### src/shared/bus_addr_map.vh
`ifndef BUS_ADDR_MAP_VH
`define BUS_ADDR_MAP_VH
// apb register offsets (byte addresses)
`define OFF_SETUP 12'h000
`define OFF_RATE 12'h004
`define OFF_STATUS 12'h008
`define OFF_CMD 12'h00c
`define OFF_MANUAL_TRIGGER_INPUT 12'h010
// setting values
`define ADDR_DEFAULT 6'h1b
`define ADDR_MAX 6'h1e
`define SET_TALK_PREFIX 6'h28
`define SET_TALK_PLAIN 6'h29
// bus command bytes
`define LISTEN_BASE 8'h20
`define LISTEN_LAST 8'h3f
`define TALK_BASE 8'h40
`define TALK_LAST 8'h5f
`define UNLISTEN 8'h3f
`define UNTALK 8'h5f
// rate codes
`define RATE_CONV 3'h0
`define RATE_MANUAL 3'h6
// times
`define CLK_HZ 10000000
`define CONV_MS 360
`define CONV_CYC ((`CLK_HZ / 1000) * `CONV_MS)
`define SEC_CYC `CLK_HZ
// seconds between readings for rate codes 1 to 5
`define SEC_RATE1 12'h001
`define SEC_RATE2 12'h00a
`define SEC_RATE3 12'h03c
`define SEC_RATE4 12'h258
`define SEC_RATE5 12'he10
// status bit positions
`define ST_TALK_ONLY 0
`define ST_LISTEN 1
`define ST_TALK 2
`define ST_PREFIX 3
`endif

### src/rtl/bus_address_and_talk_only_unit.v
// Our own choices: register access over APB and the address map.
`include "bus_addr_map.vh"
module bus_address_and_talk_only_unit #(
    parameter CONV_CYCLES = `CONV_CYC,
    parameter SEC_CYCLES = `SEC_CYC
) (
    // clock and reset
    input wire clk_i,
    input wire rst_n_i,
    // apb slave
    input wire psel_i,
    input wire penable_i,
    input wire pwrite_i,
    input wire [11:0] paddr_i,
    input wire [31:0] pwdata_i,
    output wire pready_o,
    output reg [31:0] prdata_o,
    output wire pslverr_o,
    // non-volatile setting store
    input wire nv_valid_i,
    input wire [5:0] nv_setting_i,
    output reg nv_write_o,
    output reg [5:0] nv_setting_o,
    // instrument bus command bytes
    input wire cmd_valid_i,
    input wire [7:0] cmd_byte_i,
    input wire cmd_atn_i,
    output reg cmd_accept_o,
    // readings
    input wire reading_ready_i,
    input wire manual_trigger_input_i,
    output wire send_reading_o,
    output wire send_prefix_o,
    output wire talk_indicator_o,
    output wire listen_o,
    output wire talk_o
);
    reg [5:0] setting_q;
    reg [5:0] pending_q;
    reg loaded_q;
    reg [2:0] rate_q;
    reg listen_q;
    reg talk_q;
    reg [31:0] tick_q;
    reg [11:0] sec_q;
    reg due_q;
    reg manual_trigger_input_q;
    reg send_q;
    wire [5:0] wsetting = pwdata_i[5:0];
    wire wr = psel_i & penable_i & pwrite_i;
    wire valid_set = (wsetting <= `ADDR_MAX) || (wsetting == `SET_TALK_PREFIX)
        || (wsetting == `SET_TALK_PLAIN);
    wire talk_only = (setting_q == `SET_TALK_PREFIX) || (setting_q == `SET_TALK_PLAIN);
    wire [4:0] my_addr = setting_q[4:0];
    reg [11:0] sec_len;
    wire tick_end = (tick_q == 32'h0);

    assign pready_o = 1'b1;
    assign pslverr_o = 1'b0;
    assign talk_indicator_o = talk_only;
    assign listen_o = listen_q;
    assign talk_o = talk_q;
    assign send_prefix_o = (setting_q == `SET_TALK_PREFIX);
    // readings only leave while talker or talk-only
    assign send_reading_o = send_q & (talk_q | talk_only);

    // seconds per reading for codes 1..5
    // codes 0 and 6 never reach the seconds counter, any value will do
    always @*
    begin
        case (rate_q)
            3'h1:
            begin
                sec_len = `SEC_RATE1;
            end
            3'h2:
            begin
                sec_len = `SEC_RATE2;
            end
            3'h3:
            begin
                sec_len = `SEC_RATE3;
            end
            3'h4:
            begin
                sec_len = `SEC_RATE4;
            end
            3'h5:
            begin
                sec_len = `SEC_RATE5;
            end
            default:
            begin
                sec_len = `SEC_RATE1;
            end
        endcase
    end

    // setting store, pending value applied only at setup exit
    always @(posedge clk_i)
    begin
        nv_write_o <= 1'b0;
        if (!rst_n_i)
        begin
            setting_q <= `ADDR_DEFAULT;
            pending_q <= `ADDR_DEFAULT;
            loaded_q <= 1'b0;
            rate_q <= `RATE_CONV;
            nv_setting_o <= `ADDR_DEFAULT;
        end
        else
        begin
            if (!loaded_q && nv_valid_i)
            begin
                loaded_q <= 1'b1;
                // a corrupt stored value falls back to the default
                if ((nv_setting_i <= `ADDR_MAX) || (nv_setting_i == `SET_TALK_PREFIX)
                    || (nv_setting_i == `SET_TALK_PLAIN))
                begin
                    setting_q <= nv_setting_i;
                    pending_q <= nv_setting_i;
                end
            end
            if (wr && paddr_i == `OFF_SETUP && valid_set)
                pending_q <= wsetting;
            if (wr && paddr_i == `OFF_RATE && pwdata_i[2:0] <= `RATE_MANUAL)
                rate_q <= pwdata_i[2:0];
            if (wr && paddr_i == `OFF_CMD && pwdata_i[0])
            begin
                setting_q <= pending_q;
                nv_setting_o <= pending_q;
                nv_write_o <= 1'b1;
            end
        end
    end

    // listener and talker state
    always @(posedge clk_i)
    begin
        cmd_accept_o <= 1'b0;
        if (!rst_n_i)
        begin
            listen_q <= 1'b0;
            talk_q <= 1'b0;
        end
        else if (talk_only)
        begin
            listen_q <= 1'b0;
            talk_q <= 1'b0;
        end
        else if (cmd_valid_i && cmd_atn_i)
        begin
            if (cmd_byte_i == `UNLISTEN)
                listen_q <= 1'b0;
            else if (cmd_byte_i >= `LISTEN_BASE && cmd_byte_i < `LISTEN_LAST
                && cmd_byte_i[4:0] == my_addr)
            begin
                listen_q <= 1'b1;
                talk_q <= 1'b0;
            end
            else if (cmd_byte_i == `UNTALK)
                talk_q <= 1'b0;
            else if (cmd_byte_i >= `TALK_BASE && cmd_byte_i < `TALK_LAST)
            begin
                talk_q <= (cmd_byte_i[4:0] == my_addr);
                if (cmd_byte_i[4:0] == my_addr)
                    listen_q <= 1'b0;
            end
        end
        else if (cmd_valid_i && listen_q)
            cmd_accept_o <= 1'b1;
    end

    // talk-only pacing
    always @(posedge clk_i)
    begin
        send_q <= 1'b0;
        if (!rst_n_i)
        begin
            tick_q <= 32'h0;
            sec_q <= 12'h0;
            due_q <= 1'b0;
            manual_trigger_input_q <= 1'b0;
        end
        else
        begin
            manual_trigger_input_q <= manual_trigger_input_i;
            if (!talk_only)
            begin
                tick_q <= 32'h0;
                sec_q <= 12'h0;
                due_q <= 1'b0;
                send_q <= reading_ready_i;
            end
            else if (rate_q == `RATE_MANUAL)
            begin
                // one reading per trigger edge
                if (manual_trigger_input_i && !manual_trigger_input_q)
                    due_q <= 1'b1;
                if (due_q && reading_ready_i)
                begin
                    send_q <= 1'b1;
                    due_q <= 1'b0;
                end
            end
            else if (rate_q == `RATE_CONV)
                send_q <= reading_ready_i;
            else
            begin
                // due flag waits for the next finished reading
                // so a reading is never cut short; the seconds count runs on through a send, so two sends can fall closer than the interval
                tick_q <= tick_end ? SEC_CYCLES - 1 : tick_q - 32'h1;
                if (tick_end)
                begin
                    if (sec_q + 12'h1 >= sec_len)
                    begin
                        sec_q <= 12'h0;
                        due_q <= 1'b1;
                    end
                    else
                        sec_q <= sec_q + 12'h1;
                end
                if (due_q && reading_ready_i)
                begin
                    send_q <= 1'b1;
                    due_q <= 1'b0;
                end
            end
        end
    end

    // apb read mux
    always @(posedge clk_i)
    begin
        if (!rst_n_i)
            prdata_o <= 32'h0;
        else if (psel_i && !penable_i && !pwrite_i)
        begin
            case (paddr_i)
                `OFF_SETUP: prdata_o <= {26'h0, setting_q};
                `OFF_RATE: prdata_o <= {29'h0, rate_q};
                `OFF_STATUS: prdata_o <= {28'h0, send_prefix_o, talk_q, listen_q, talk_only};
                `OFF_CMD: prdata_o <= {26'h0, pending_q};
                default: prdata_o <= 32'h0;
            endcase
        end
    end
endmodule

### config.mk
export PLATFORM = sky130hd
export DESIGN_NAME = bus_address_and_talk_only_unit
export DESIGN_NICKNAME = d
export VERILOG_FILES = /design/src/rtl/bus_address_and_talk_only_unit.v
export VERILOG_INCLUDE_DIRS = /design/src /design/src/shared
export SDC_FILE = /design/constraint.sdc
export NUM_CORES = 1
export LEC_CHECK = 0
export ABC_AREA = 1
export ABC_CLOCK_PERIOD_IN_PS = 3210
export BUFFER_PORTS_ARGS = -buffer_cell sky130_fd_sc_hd__buf_2
export CORE_UTILIZATION = 40
export CTS_BUF_LIST = sky130_fd_sc_hd__clkbuf_4
export DETAILED_ROUTE_END_ITERATION = 10
export PLACE_DENSITY = 0.6
export REMOVE_ABC_BUFFERS = 1
export SYNTH_ARGS = -nofsm -noshare
export SYNTH_HDL_FRONTEND = slang
export SYNTH_SLANG_ARGS = --single-unit
### constraint.sdc
create_clock -name clk_i -period 3.21 [get_ports clk_i]
set_input_delay 0.642 -clock clk_i [delete_from_list [all_inputs] [get_ports clk_i]]
set_output_delay 0.642 -clock clk_i [all_outputs]
set_load 0.02 [all_outputs]
==> qor.yml <==
global_routing:
  grt_overflow: 0
  grt_max_degree: 20
  grt_use_total_pct: 19.9
  grt_pass1_wl_um: 20500
  grt_pass1_vias: 4364
  grt_antenna_before_repair: 0
cts:
  cts_resized: 0
  cts_root_buffer: "clkbuf_4"
  cts_tree: "done"
  postCtsSetupRepairBufs: 0
  cts_buffer_depth: 2
  cts.sinks: 79
  ctsHoldBuffers: 0
  clk_latency_ps: 460
  htree_levels: 3
  clkTransAtPathRegs_ps: 140
  cts_made_buffers: 9
drt:
  first_pass_iters: 5
  via_count: 4685
  drc: 0
  vias_per_cell: 4.79
  wl_per_cell_um: 12.5
  ant_nets: 0
  wirelength_um: 12200
  drt_first_iter_violations: 336
worst_setup_path:
  timing.rr.start: "sec_q[0]"
  r2r_cells: 18
  crit_path_start: "sec_q[0]"
  ff2ff_setup_slack_ps: 290
  r2r_end: "sec_q[2]"
  cp-start-kind: "register"
  cp-end-kind: "register"
  path_class: "register to register"
  required_ps: 3610
  worst-path-max-fanout: 7
  cp-endpoint: "sec_q[2]"
  critPathArrivalTime_ps: 3310
timing:
  tns_ps: 0
  hold_ws_ps: 354
  fin_crit_ps: 2920
  slew_violations: 0
  hold_viol: 0
  finalCritPeriodShare_pct: 90.8
  rsz0062_at_grt: "false"
  skew_ps: 16.3
  setup_viol_count_final: 0
  maxClockFrequency_mhz: 343
place:
  io_buffers: 60
  dp_hpwl_um: 9610
  place_inst: 962
  gp_congestion: 0.839
  postPlaceCellArea_mm2: 0.00541
power:
  ir_drop_mv: 0.202
  p_leak_nw: 2.76
  power_mw: 2.00
  powerDensity_mw_per_mm2: 356
synth:
  yosysSeqAreaShare_pct: 31.4
  yosys.cell_types.count: 50
  ys_warn_count: 0
  ys_seq_elements: 79
  synth_top_flop_cell: "dfxtp_1"
  netlist_area_mm2: 0.00504
  syn_inst: 741
  synth.avg_cell_area_um2: 6.80
  synth_edf_count: 0
  synthArstFlopShare_pct: 0
cells_and_area:
  post-route-cell-area_mm2: 0.00562
  area_delta_synth_final_pct: 11.5
  fillers: 1293
  area.sequential_mm2: 0.00158
  drive_gt1_share_pct: 18.4
  num-nets-final: 888
  multi_input_area_mm2: 0.00289
  num_antenna_cells: 0
  final_cell_count_no_fill: 978
hold_path:
  hp-class: "primary input to register"
floorplan:
  die_area_mm2: 0.0130
  core_area_mm2: 0.0122
  die_h_um: 114
  floorplan.rows: 40
  fp.dieW_um: 114
  io-pin-count: 115
  initial_core_util_pct: 41.4
flow_run:
  max-cap-violations: 0
run_status:
  status: "finished clean"
-- area by class of cell --
class	instances	area share, %
clock buffers	10	1.34
repair buffers	61	5.48
well taps	168	3.74
inverters	110	7.55
multi-input cells	544	51.4
clock inverters	6	2.36
flip-flops and latches	79	28.2
-- worst min-delay path by stage --
stage,endpoint,slack [ps],depth (start not counted),startpoint
3_5_place_dp,nv_setting_o[0],440,2,nv_setting_o[0]
2_1_floorplan,loaded_q,440,2,loaded_q
6_report,cmd_accept_o,350,2,cmd_atn_i
3_3_place_gp,nv_setting_o[4],440,2,nv_setting_o[4]
5_1_grt,cmd_accept_o,320,2,cmd_atn_i
4_1_cts,cmd_accept_o,320,2,cmd_atn_i
-- cells in the final DEF, fill, tap and decap left out, types with 8 or more instances in the layout --
| cell | instances |
|---|---|
| buf_2 | 60 |
| dfxtp_1 | 79 |
| ha_1 | 15 |
| a31oi_1 | 8 |
| inv_1 | 88 |
| a21oi_1 | 37 |
| o21ai_0 | 24 |
| clkbuf_4 | 10 |
| nor3_1 | 15 |
| nor2_1 | 74 |
| nand2_1 | 167 |
| o21ai_1 | 16 |
| nand4_1 | 9 |
| nand3_1 | 57 |
| conb_1 | 28 |
| inv_2 | 17 |
| nor2_2 | 15 |
| xor2_1 | 15 |
| o22ai_1 | 8 |
-- flip-flops by register name, summed over array words and instances (netlist names), 3 cells and up --
signal / count
setting_q: 6
sec_q: 12
prdata_o: 6
rate_q: 3
nv_setting_o: 6
tick_q: 32
pending_q: 6
-- worst max-delay path: stages, from the launching register on --
cell and delay, ps:
dfxtp_1 450, ha_1 220, nand3_1 150, nor2_1 110, nand2_1 100, nor4_1 240
xor2_1 250, ha_1 280, nand2_1 80, nand2_1 50, nand2_1 70, nand2_1 60
nor2_1 100, nand3_1 80, nand2_1 130, nand4_4 200, inv_4 140, nand2_1 80
o21ai_2 60
-- per-stage QoR --
step / worst slack, ps / utilization (%)
after floorplan: 761 / -
after global placement: 432 / 44.5
after detailed placement: 365 / 44.5
after CTS: 303 / 46.2
after global routing: 5.78 / 46.2
final: 295 / 46.2
-- power by group --
group | switching [mW] | total, mW | internal (mW)
sequential | 0.00888 | 1.00 | 0.992
combinational | 0.0953 | 0.139 | 0.0435
clock | 0.378 | 0.858 | 0.480
-- Yosys cell counts (2+ instances only) --
master | count | share of area, %
buf_4 | 28 | 4.2
buf_2 | 3 | 0.30
xor2_1 | 15 | 2.6
o21a_1 | 4 | 0.60
o21ai_2 | 4 | 0.70
nand3_2 | 4 | 0.79
nor3_4 | 4 | 1.3
nor2_2 | 15 | 1.9
nand2_4 | 2 | 0.45
o21ai_0 | 24 | 2.4
inv_2 | 17 | 1.3
nor2_1 | 74 | 5.5
clkbuf_1 | 2 | 0.15
ha_1 | 15 | 3.7
a31oi_1 | 8 | 0.99
nand2_2 | 5 | 0.62
nand2_1 | 167 | 12
nand4_2 | 2 | 0.50
nor3_1 | 15 | 1.5
o211ai_1 | 6 | 0.89
a21oi_1 | 37 | 3.7
inv_4 | 2 | 0.25
nor2_4 | 5 | 1.1
nor3_2 | 3 | 0.60
nand4_1 | 9 | 1.1
nand3_1 | 57 | 5.7
conb_1 | 2 | 0.15
nor4_1 | 2 | 0.25
inv_1 | 88 | 6.6
dfxtp_1 | 79 | 31
o21ai_1 | 16 | 1.6
nor3b_1 | 2 | 0.30
o22ai_1 | 8 | 0.99
-- per-layer routing --
metal	routed length, µm	vias to the layer above	track usage [%]
met2	5830	111	33.4
met4	209	0	7.62
met5	0	-	0
met3	515	15	3.86
li1	-	2480	-
met1	5630	2079	25.2
-- logic make-up after synthesis --
group | synth area share (%)
DFF | 31.4
other | 0.149
and+or+nand+nor | 36.2
xor gates and xnor gates | 2.78
adders and majority gates | 3.72
AOI/OAI and AO/OA | 12.5
buffers and inverters | 13.3
Note: power is estimated with default switching activity, not from simulation.
